### config.mk
export PLATFORM = sky130hd
export DESIGN_NAME = dac_special_command_decoder
export DESIGN_NICKNAME = d
export VERILOG_FILES = /design/src/hdl/sfr_pkg.sv /design/src/hdl/busy_timer_if.sv /design/src/hdl/busy_timer.sv /design/src/hdl/dac_special_command_decoder.sv
export SDC_FILE = /design/constraint.sdc
export NUM_CORES = 1
export LEC_CHECK = 0
export BUFFER_PORTS_ARGS = -buffer_cell sky130_fd_sc_hd__buf_4
export CORE_AREA = 3 3 83 85
export DETAILED_ROUTE_END_ITERATION = 6
export DIE_AREA = 0 0 86 88
export GPL_ROUTABILITY_DRIVEN = 0
export PLACE_DENSITY_LB_ADDON = 0.08
export SETUP_SLACK_MARGIN = 0.5
export SLEW_MARGIN = 5
export SYNTH_ARGS = -nofsm -noshare
export SYNTH_HDL_FRONTEND = slang
export SYNTH_SLANG_ARGS = --single-unit
### constraint.sdc
create_clock -name core_clk -period 2.9 [get_ports core_clk]
set_input_delay 0.87 -clock core_clk [delete_from_list [all_inputs] [get_ports core_clk]]
set_output_delay 0.87 -clock core_clk [all_outputs]
set_load 0.005 [all_outputs]
### src/hdl/sfr_pkg.sv
/*
  Constants for the special-command decoder: command codes, control bit
  positions, reset values and timing counts. Assumes a 25 MHz core clock.
*/
package sfr_pkg;
  localparam int unsigned CLK_MHZ = 25;
  localparam logic [3:0] CMD_NOP = 4'h0;
  localparam logic [3:0] CMD_WRITE_CLEAR_CODE = 4'h1;
  localparam logic [3:0] CMD_SOFT_CLEAR = 4'h2;
  localparam logic [3:0] CMD_POWER_DOWN = 4'h8;
  localparam logic [3:0] CMD_POWER_UP = 4'h9;
  localparam logic [3:0] CMD_MONITOR = 4'hA;
  localparam logic [3:0] CMD_CONTROL_WRITE = 4'hC;
  localparam logic [5:0] CMD_SOFT_RESET = 6'h0F;
  localparam int unsigned CTRL_W = 14;
  localparam int unsigned PD_STATE_BIT = 13;
  localparam int unsigned MON_EN_BIT = 9;
  localparam logic [13:0] CTRL_RESET = 14'h2000;
  localparam logic [13:0] CLEAR_CODE_RESET = 14'h0000;
  localparam logic [5:0] MON_SEL_RESET = 6'h3F;
  localparam logic [5:0] MON_TRISTATE = 6'h3F;
  localparam logic [5:0] MON_EXT_ONE = 6'h24;
  localparam logic [5:0] MON_EXT_TWO = 6'h25;
  localparam int unsigned MON_HI_14 = 13;
  localparam int unsigned MON_HI_12 = 11;
  localparam int unsigned CLEAR_TIME_US_16CH = 20;
  localparam int unsigned CLEAR_TIME_US_8CH = 15;
  localparam int unsigned POWER_UP_TIME_US = 8;
  localparam int unsigned RESET_TIME_US = 135;
  localparam int unsigned CLEAR_CYC_16CH = CLEAR_TIME_US_16CH * CLK_MHZ;
  localparam int unsigned CLEAR_CYC_8CH = CLEAR_TIME_US_8CH * CLK_MHZ;
  localparam int unsigned POWER_UP_CYC = POWER_UP_TIME_US * CLK_MHZ;
  localparam int unsigned RESET_CYC = RESET_TIME_US * CLK_MHZ;
  localparam int unsigned TIMER_W = 12;
endpackage

### src/hdl/busy_timer_if.sv
/*
  Interface between decoder and its busy timer: load strobe with count,
  and the running flag. Assumes one clock domain.
*/
`timescale 1ns/1ns
`default_nettype none
interface busy_timer_if;
  logic load;
  logic [sfr_pkg::TIMER_W-1:0] count;
  logic running;
  modport ctrl (output load, output count, input running);
  modport timer (input load, input count, output running);
endinterface
`default_nettype wire

### src/hdl/busy_timer.sv
/*
  Down counter that stays running for the loaded number of cycles.
  Assumes synchronous active-high reset on core_clk.
*/
`timescale 1ns/1ns
`default_nettype none
module busy_timer (
  input wire logic core_clk,
  input wire logic sys_rst,
  busy_timer_if.timer tif
);
  typedef struct packed {
    logic [sfr_pkg::TIMER_W-1:0] cnt;
  } timer_state_t;
  timer_state_t st_r;
  timer_state_t st_nxt;

  always_comb begin
    st_nxt = st_r;
    if (tif.load) begin
      st_nxt.cnt = tif.count;
    end else if (st_r.cnt != '0) begin
      st_nxt.cnt = st_r.cnt - 1'b1;
    end
  end

  always_ff @(posedge core_clk) begin
    if (sys_rst) begin
      st_r <= '0;
    end else begin
      st_r <= st_nxt;
    end
  end

  assign tif.running = (st_r.cnt != '0);
endmodule
`default_nettype wire

### src/hdl/dac_special_command_decoder.sv
/*
  Decoder for the special-function commands of a multi-channel DAC, taking
  one decoded serial word per strobe. Assumes the serial framing is done
  upstream and that cmd_valid is synchronous to core_clk.
*/
// Operation
// - Both select bits zero picks special commands
// - Code 0010 performs clear with clear code
// - Busy low 20 or 15 us during clear
// - Code 1000 powers down all channels
// - Powered-down output: high impedance or load
// - Control bit 13 picks powered-down output state
// - Registers kept unchanged during power-down; decoder still accepts register writes while powered down
// - Code 1001 powers up within 8 us
// - Power-down is pin OR software state
// - Code 001111 restores all register defaults
// - Soft reset zeroes DACs, done in 135 us
// - Monitor code takes six-bit channel selection
// - Monitor routes channel or external input
// - Monitor enable bit gates pin, else three-state
// - Selection 63 three-states monitor pin
// - Code 1100 loads 14-bit control register
`timescale 1ns/1ns
`default_nettype none
module dac_special_command_decoder #(
  parameter bit EIGHT_CHANNEL = 1'b0,
  parameter bit TWELVE_BIT = 1'b0,
  parameter int unsigned CHANNELS = 16
) (
  input wire logic core_clk,
  input wire logic sys_rst,
  input wire logic cmd_valid,
  input wire logic register_select_high,
  input wire logic register_select_low,
  input wire logic [5:0] extended_command_code_bits,
  input wire logic [13:0] payload_bits,
  input wire logic clear_pin_n,
  input wire logic hw_power_down,
  output logic busy_n,
  output logic [13:0] control_config,
  output logic [13:0] clear_code,
  output logic load_clear_code,
  output logic zero_dac_registers,
  output logic reset_calibration,
  output logic power_down,
  output logic output_high_impedance,
  output logic output_load_to_ground,
  output logic [CHANNELS-1:0] monitor_channel_select,
  output logic monitor_select_ext_one,
  output logic monitor_select_ext_two,
  output logic monitor_output_pin_oe
);
  typedef struct packed {
    logic [13:0] ctrl;
    logic [13:0] clr_code;
    logic [5:0] mon_sel;
    logic soft_pd;
    logic clr_pulse;
    logic zero_pulse;
    logic [1:0] clr_pin_sync;
    logic [1:0] pd_pin_sync;
  } dec_state_t;
  dec_state_t st_r;
  dec_state_t st_nxt;
  busy_timer_if tif ();
  logic special;
  logic [3:0] command_code_bits;
  logic [5:0] mon_field;
  logic pd_eff;

  ////////////////////////////////////////////////////////////////////////
  busy_timer u_timer (
    .core_clk(core_clk),
    .sys_rst(sys_rst),
    .tif(tif)
  );

  assign command_code_bits = extended_command_code_bits[3:0];
  assign special = cmd_valid && !register_select_high && !register_select_low;
  // Monitor field sits lower on the 12-bit variant
  assign mon_field = TWELVE_BIT ? payload_bits[sfr_pkg::MON_HI_12 -: 6]
                                : payload_bits[sfr_pkg::MON_HI_14 -: 6];

  ////////////////////////////////////////////////////////////////////////
  always_comb begin
    st_nxt = st_r;
    st_nxt.clr_pulse = 1'b0;
    st_nxt.zero_pulse = 1'b0;
    st_nxt.clr_pin_sync = {st_r.clr_pin_sync[0], ~clear_pin_n};
    st_nxt.pd_pin_sync = {st_r.pd_pin_sync[0], hw_power_down};
    tif.load = 1'b0;
    tif.count = '0;
    // Commands are taken whatever the phase; busy only reports timing
    if (special) begin
      if (extended_command_code_bits == sfr_pkg::CMD_SOFT_RESET) begin
        st_nxt.ctrl = sfr_pkg::CTRL_RESET;
        st_nxt.clr_code = sfr_pkg::CLEAR_CODE_RESET;
        st_nxt.mon_sel = sfr_pkg::MON_SEL_RESET;
        st_nxt.soft_pd = 1'b0;
        st_nxt.zero_pulse = 1'b1;
        tif.load = 1'b1;
        tif.count = sfr_pkg::TIMER_W'(sfr_pkg::RESET_CYC);
      end else if (extended_command_code_bits[5:4] == 2'b00) begin
        unique case (command_code_bits)
          sfr_pkg::CMD_WRITE_CLEAR_CODE: st_nxt.clr_code = payload_bits;
          sfr_pkg::CMD_SOFT_CLEAR: begin
            st_nxt.clr_pulse = 1'b1;
            tif.load = 1'b1;
            tif.count = EIGHT_CHANNEL ? sfr_pkg::TIMER_W'(sfr_pkg::CLEAR_CYC_8CH)
                                      : sfr_pkg::TIMER_W'(sfr_pkg::CLEAR_CYC_16CH);
          end
          sfr_pkg::CMD_POWER_DOWN: st_nxt.soft_pd = 1'b1;
          sfr_pkg::CMD_POWER_UP: begin
            st_nxt.soft_pd = 1'b0;
            tif.load = 1'b1;
            tif.count = sfr_pkg::TIMER_W'(sfr_pkg::POWER_UP_CYC);
          end
          sfr_pkg::CMD_MONITOR: st_nxt.mon_sel = mon_field;
          sfr_pkg::CMD_CONTROL_WRITE: st_nxt.ctrl = payload_bits;
          default: ;
        endcase
      end
    end
  end

  always_ff @(posedge core_clk) begin
    if (sys_rst) begin
      st_r <= '{ctrl: sfr_pkg::CTRL_RESET, clr_code: sfr_pkg::CLEAR_CODE_RESET,
                mon_sel: sfr_pkg::MON_SEL_RESET, soft_pd: 1'b0, clr_pulse: 1'b0,
                zero_pulse: 1'b0, clr_pin_sync: 2'b00, pd_pin_sync: 2'b00};
    end else begin
      st_r <= st_nxt;
    end
  end

  ////////////////////////////////////////////////////////////////////////
  assign busy_n = !tif.running;
  assign control_config = st_r.ctrl;
  assign clear_code = st_r.clr_code;
  assign load_clear_code = st_r.clr_pulse || st_r.clr_pin_sync[1];
  assign zero_dac_registers = st_r.zero_pulse;
  assign reset_calibration = st_r.zero_pulse;
  // Soft state drops at once on power-up; busy covers the settle
  assign pd_eff = st_r.soft_pd || st_r.pd_pin_sync[1];
  assign power_down = pd_eff;
  assign output_high_impedance = pd_eff && st_r.ctrl[sfr_pkg::PD_STATE_BIT];
  assign output_load_to_ground = pd_eff && !st_r.ctrl[sfr_pkg::PD_STATE_BIT];

  generate
    for (genvar i = 0; i < CHANNELS; i++) begin : g_mon
      assign monitor_channel_select[i] = st_r.ctrl[sfr_pkg::MON_EN_BIT]
                                         && st_r.mon_sel == 6'(i);
    end
  endgenerate
  assign monitor_select_ext_one = st_r.ctrl[sfr_pkg::MON_EN_BIT] && st_r.mon_sel == sfr_pkg::MON_EXT_ONE;
  assign monitor_select_ext_two = st_r.ctrl[sfr_pkg::MON_EN_BIT] && st_r.mon_sel == sfr_pkg::MON_EXT_TWO;
  // Undefined codes leave the pin three-stated as well
  assign monitor_output_pin_oe = st_r.ctrl[sfr_pkg::MON_EN_BIT] && st_r.mon_sel != sfr_pkg::MON_TRISTATE
                                 && ((|monitor_channel_select) || monitor_select_ext_one
                                     || monitor_select_ext_two);
endmodule
`default_nettype wire

==> impl_metrics.tcl, run 1 <==
set metrics [dict create \
    synth_area_mm2 0.00279 \
    die_h_um 88 \
    synth_seq_cells 53 \
    cts-root-buf "clkbuf_8" \
    yosysWarningCount 0 \
    power_leakage_uw 0.00140 \
    finalSetupViolations 0 \
    synth_edf_count 0 \
    core_mm2 0.00628 \
    tns_ns 0 \
    clk_pin_slew_ns 0.09 \
    drt_wl_total_um 7410 \
    cp_max_fo 4 \
    synth_adder_area_share_pct 0.896 \
    worstSetupPathType "reg -> out" \
    nets 435 \
    synthSimpleGateAreaFrac_pct 31.1 \
    grt_max_degree 53 \
    busiest_layer "met2" \
    maxSlewViolCount 0 \
    synth.distinct_cells 52 \
    cts-buffers-inserted 5 \
    final_common_cell "buf_4" \
    clock.fmax_mhz 387 \
    first_iter_violations 111 \
    dpl.hpwl_um 5270 \
    maxCapViolations 0 \
    worstMarginPinSlew_ns 0.547 \
    ios 81 \
    syn_avg_cell_area_um2 7.98 \
    synthMuxAreaShare_pct 0 \
    use_met1_pct 27.3 \
    num_antenna_cells 0 \
    num_vias 2689 \
    outcome "finished clean" \
    die_x_um 86 \
    endpoint_kind "primary output" \
    dpl-instance-area_mm2 0.00328 \
    netlist_instances 350 \
    fin_crit_sh_pct 89.2 \
    overflow 0 \
    final_cell_mix "buf_4 (100), dfxtp_1 (45), nand2_1 (34)" \
    slew_headroom_pct 63.5 \
    antenna_found_initial 0 \
    final_hold_viol_count 0 \
    drtAntennaViolNets 0 \
    numPortBuffers 80 \
    fillers 591 \
    design_area_mm2 0.00355 \
    avgRoutedWirePerCell_um 15.3 \
    synthArstFlopShare_pct 0 \
    drive_gt1_share_pct 36.6 \
    ir_drop_mv 0.518 \
    power.density_mw_per_mm2 586 \
    cts_tree "done" \
    drc 0 \
    track_usage_pct 19.5 \
    grt_pass1_vias 2347 \
    htreeDepth 2 \
    clk_path_buf_depth 2 \
    grt_setup_unrepaired "yes" \
    synth_top_family_by_area "simple AND/OR/NAND/NOR gates" \
    synth_ff_type "dfxtp_1" \
    start_kind "register" \
    critPathArrivalTime_ns 1.72 \
    hp-class "reg -> reg" \
    initial_core_util_pct 44.5 \
    clk_latency_ns 0.30 \
    cts_sinks 53 \
    dieArea_mm2 0.00757 \
    synth_top_area_share_pct 38.0 \
    grt_pass1_wl_um 11900 \
    holdBufCountCts 0 \
    grt.met2_usage_pct 31.0 \
    syn_to_final_growth_pct 27.2 \
    period_needed_ns 2.59 \
    skew_ns 0.00449 \
    syn_nets 379 \
    synthXorXnorAreaFrac_pct 1.25 \
    synth_top_area_cell "dfxtp_1" \
    required_ns 2.03 \
    num_rows 29 \
    seq_area_frac_synth_pct 38.0 \
    synth_area_leaders "dfxtp_1 (38%), buf_4 (7.8%), nand3_1 (5.6%), a21oi_1 (5.4%), nand2_1 (4.7%)" \
    drt_pre_antenna_iters 4 \
    vias_per_cell 5.56 \
    r2r_setup_slack_ns 0.82 \
    groute.layer.met3.usage_pct 3.67 \
    synth_compound_area_share_pct 17.2 \
]
[cell usage after synthesis (2+ instances only)]
library cell	n
dfxtp_1	53
nand2_1	35
nand3_1	31
a21oi_1	30
buf_4	29
nor2_1	22
nor3_1	22
clkbuf_1	18
nor4_1	9
o21ai_0	9
a211o_1	8
a211oi_1	6
or4_1	6
inv_1	5
nor2b_1	5
nand4_1	4
or2_2	4
nand2b_1	3
nor4b_1	3
o22ai_1	3
o31a_1	3
or3_1	3
or3b_2	3
xor2_1	3
a221oi_1	2
and3_1	2
buf_1	2
buf_2	2
ha_1	2
[critical path, cell delays in order (launching register included)]
cell and delay [ns]:
dfxtp_2 0.33, or3b_4 0.41, or3b_4 0.42, nor3_2 0.12, buf_4 0.13
[what timing repair did]
action                     CTS  global route
setup endpoints to repair   17            20
pin swaps                    7             4
buffers inserted             7             1
resized for setup           20            16
[through the flow]
stage / instances / hold WS [ns] / setup slack, ns / util (%) / total power, µW
2_1_floorplan: 350 / 0.414 / 0.476 / - / 1330
3_3_place_gp: 468 / 0.426 / 0.330 / 52.3 / 1510
3_5_place_dp: 468 / 0.433 / 0.287 / 52.3 / 1520
4_1_cts: 483 / 0.454 / 0.297 / 55.7 / 2070
5_1_grt: 484 / 0.468 / 0.249 / 56.6 / 2210
6_report: 484 / 0.450 / 0.315 / 56.6 / 2080
[layout make-up]
type / count / area [µm²] / share of cell area (%)
Multi-Input combinational cell: 241 / 1510 / 42.5
Tap cell: 77 / 96.3 / 2.71
Sequential cell: 53 / 1080 / 30.3
Timing Repair Buffer: 100 / 751 / 21.1
Clock buffer: 7 / 96.3 / 2.71
Clock inverter: 1 / 5.00 / 0.141
Inverter: 5 / 18.8 / 0.528
[layer usage]
layer  vias up  part of all wire, %
met5         -                    0
met2        71                   48
met1      1260                   46
li1       1352                    -
met4         0                 0.84
met3         6                  5.1
[flip-flops by register name, summed over array words and instances (netlist names)]
register / cells
clear_code: 14
control_config: 14
reset_calibration: 1
st_nxt: 2
st_r: 10
u_timer.st_r: 12
[report_power, final]
group | internal (µW) | switching, µW | total [µW]
logic | 366 | 383 | 749
clock network | 216 | 239 | 455
registers | 802 | 74.4 | 876
total | 1380 | 696 | 2080
[cell families after synthesis]
logic type                 Yosys count
AOI/OAI and AO/OA                   74
xor gates and xnor gates             4
adders and majority gates            2
buffers and inverters               56
DFF                                 53
and+or+nand+nor                    161
[path summary, 6_finish.rpt]
path                           startpoint                      endpoint  cells past startpoint
min                  st_nxt[3]$_SDFF_PP0_            st_r[3]$_SDFF_PP0_                      1
max                 st_r[11]$_SDFFE_PP1P_     monitor_channel_select[4]                      4
min reg2reg          st_nxt[3]$_SDFF_PP0_            st_r[3]$_SDFF_PP0_                      1
max reg2reg  u_timer.st_r[2]$_SDFFE_PP0P_  u_timer.st_r[9]$_SDFFE_PP0P_                      5
Note: power is estimated with default switching activity, not from simulation.
==> inputs of run 2 (changes only) <==
ABC_AREA = 1   (was not set)
CORE_AREA = 3 3 81 83   (was 3 3 83 85)
DIE_AREA = 0 0 84 86   (was 0 0 86 88)
MAX_ROUTING_LAYER = met4   (was not set)
==> run 2 against run 1 <==
Net effect:
- register-to-register slack gained 0.55 ns
- sequential power is 5.3% lower
- count of clock-buffer cells in the layout fell by 1
- synthesized area rose by 3.8%
- highest routed layer unchanged
- sequential share of layout area up 0.83 points
- global-route usage grew 0.22 points
- largest cell class unchanged
==> impl_metrics.tcl, run 2 <==
set metrics [dict create \
    overflow 0 \
    yosysWarningCount 0 \
    clk_latency_ns 0.30 \
    htreeDepth 2 \
    synth_ff_type "dfxtp_1" \
    worstSetupPathType "reg -> out" \
    num_rows 28 \
    routed.top_layer "met4" \
    worst-path-buf-inv 2 \
    grt_pass1_vias 2517 \
    synth_top_area_share_pct 36.6 \
    num_vias 2790 \
    synth_top_area_cell "dfxtp_1" \
    synth_most_common_cell "nand2_1" \
    syn_nets 478 \
    synth_area_leaders "dfxtp_1 (37%), nand2_1 (15%), nor2_1 (12%), buf_4 (8.0%), nand3_1 (5.4%)" \
    seq_area_frac_synth_pct 36.6 \
    cts_sinks 53 \
    cp_max_fo 3 \
    cts-buffers-inserted 5 \
    die_h_um 86 \
    holdBufCountCts 0 \
    drive_gt1_share_pct 21.9 \
    track_usage_pct 19.7 \
    synth.distinct_cells 26 \
    cp_common_cell "nand2_1" \
    syn_to_final_growth_pct 17.6 \
    grt_max_degree 33 \
    wl_met1_um 3070 \
    crit_family "simple AND/OR/NAND/NOR gates" \
    start_kind "register" \
    clk_path_buf_depth 2 \
    dr_wl_met2_um 3460 \
    skew_ns 0.00440 \
    synth_edf_count 0 \
    initial_core_util_pct 49.0 \
    finalPower_uw 1950 \
    grt_pass1_wl_um 11400 \
    ir_drop_mv 0.371 \
    power.density_mw_per_mm2 571 \
    slew_headroom_pct 60.3 \
    synth_seq_cells 53 \
    grt_setup_unrepaired "no" \
    outcome "finished clean" \
    place_ws_ns 0.620 \
    avgRoutedWirePerCell_um 12.2 \
    cp_cell_sequence "inv_1 > ha_2 > nand2_1 > nor2_2 > nand2_1 > nor2_4 > buf_4" \
    worstMarginPinSlew_ns 0.595 \
    synthArstFlopShare_pct 0 \
    first_iter_violations 137 \
    die_x_um 84 \
    cp_slowest_cell "dfxtp_1" \
    final_cell_mix "nand2_1 (116), nor2_1 (94), buf_4 (84)" \
    maxSlewViolCount 0 \
    clock.fmax_mhz 432 \
    clk_pin_slew_ns 0.09 \
    final_hold_viol_count 0 \
    required_ns 2.03 \
    drtAntennaViolNets 0 \
    core_mm2 0.00592 \
    endpoint_kind "primary output" \
    tns_ns 0 \
    netlist_instances 449 \
    period_needed_ns 2.31 \
    synth_area_mm2 0.00290 \
    power_leakage_uw 0.00174 \
    drc 0 \
    nets 525 \
    hp-class "reg -> reg" \
    drt_pre_antenna_iters 4 \
    antenna_found_initial 0 \
    syn_avg_cell_area_um2 6.46 \
    finalSetupViolations 0 \
    ios 81 \
    dieArea_mm2 0.00722 \
    dpl.hpwl_um 5190 \
    slowest_delay_ns 0.32 \
    critPathArrivalTime_ns 1.44 \
    worst_slack_ns 0.587 \
    cts_tree "done" \
    final_common_cell "nand2_1" \
    synthTopCellsByCount "nand2_1 (116), nor2_1 (96), dfxtp_1 (53)" \
    drt_wl_total_um 6960 \
    numPortBuffers 80 \
    vias_per_cell 4.88 \
    maxCapViolations 0 \
    fin_crit_sh_pct 79.8 \
    num_antenna_cells 0 \
    cts-root-buf "clkbuf_8" \
    wl_met3_um 346 \
]
## run 2: cell types whose count changed after synthesis, moves of 8 or more
cell      change
a211o_1       -8
clkbuf_1     -13
inv_1        +29
nand2_1      +81
nor2_1       +74
nor3_1       -19
nor4_1        -8
o21ai_0      +14
## run 2: worst paths after layout
kind,cells past startpoint,start,slack (ns),endpoint
hold reg to reg,2,st_nxt[3]$_SDFF_PP0_,0.41,st_r[3]$_SDFF_PP0_
setup / recovery,7,u_timer.st_r[1]$_SDFFE_PP0P_,0.59,busy_n
hold / removal,2,st_nxt[3]$_SDFF_PP0_,0.41,st_r[3]$_SDFF_PP0_
setup reg to reg,11,u_timer.st_r[1]$_SDFFE_PP0P_,1.37,u_timer.st_r[1]$_SDFFE_PP0P_
## run 2: logic make-up (layout without fill, tap and decap cells)
| kind of cell | after synthesis | count (layout) | synth area share, % |
|---|---|---|---|
| adder cells (fa/ha/maj) | 2 | 2 | 0.863 |
| AND/OR/NAND/NOR | 264 | 264 | 38.1 |
| AO/OA/AOI/OAI | 47 | 47 | 8.20 |
| buffers and inverters | 80 | 128 | 15.3 |
| flip-flops | 53 | 53 | 36.6 |
| XOR/XNOR | 3 | 3 | 0.907 |
## run 2: timing repair
action | CTS | global route
endpoints found under the setup margin | 1 | 11
setup buffers | 1 | 0
pin swaps | 1 | 0
gates resized for setup | 1 | 4
## run 2: power breakdown
part	total [µW]	switching [µW]	leakage [µW]	internal [µW]
registers	830	43.5	0.000430	787
clock network	403	235	0.0000450	168
logic	715	442	0.00126	272
## run 2: metrics by stage
| step | hold WS (ns) | instance area (µm²) | cells | utilization (%) |
|---|---|---|---|---|
| 4_1_cts | 0.416 | 3400 | 572 | 57.5 |
| 2_1_floorplan | 0.388 | 2900 | 449 | - |
| 3_5_place_dp | 0.401 | 3310 | 563 | 55.9 |
| 6_report | 0.414 | 3410 | 572 | 57.6 |
| 3_3_place_gp | 0.401 | 3310 | 563 | 55.9 |
| 5_1_grt | 0.426 | 3410 | 572 | 57.6 |
## run 2: metal layers
metal / GRT usage [%] / vias up
li1: - / 1465
met1: 23.8 / 1234
met2: 34.1 / 80
met3: 2.50 / 11
met4: 6.73 / 0
met5: - / -
## run 2: worst register-to-register path, stage by stage (launching register included)
cell and delay, ns:
dfxtp_1 0.32, inv_1 0.10, ha_2 0.20, nand2_1 0.06, nor2_2 0.12, nand2_1 0.10, nor2_4 0.12, buf_4 0.14
nand2_1 0.07, nand2_1 0.11, nor2_1 0.04, nor2_1 0.08
## run 2: area by class of cell
type / instances / area [µm²]
inverter: 36 / 135
sequential: 53 / 1060
clock buffer: 6 / 72.6
multi-input combinational: 316 / 1410
clock inverter: 2 / 10.0
timing repair buffer: 84 / 631
tap: 75 / 93.8
fill: 616 / 2510
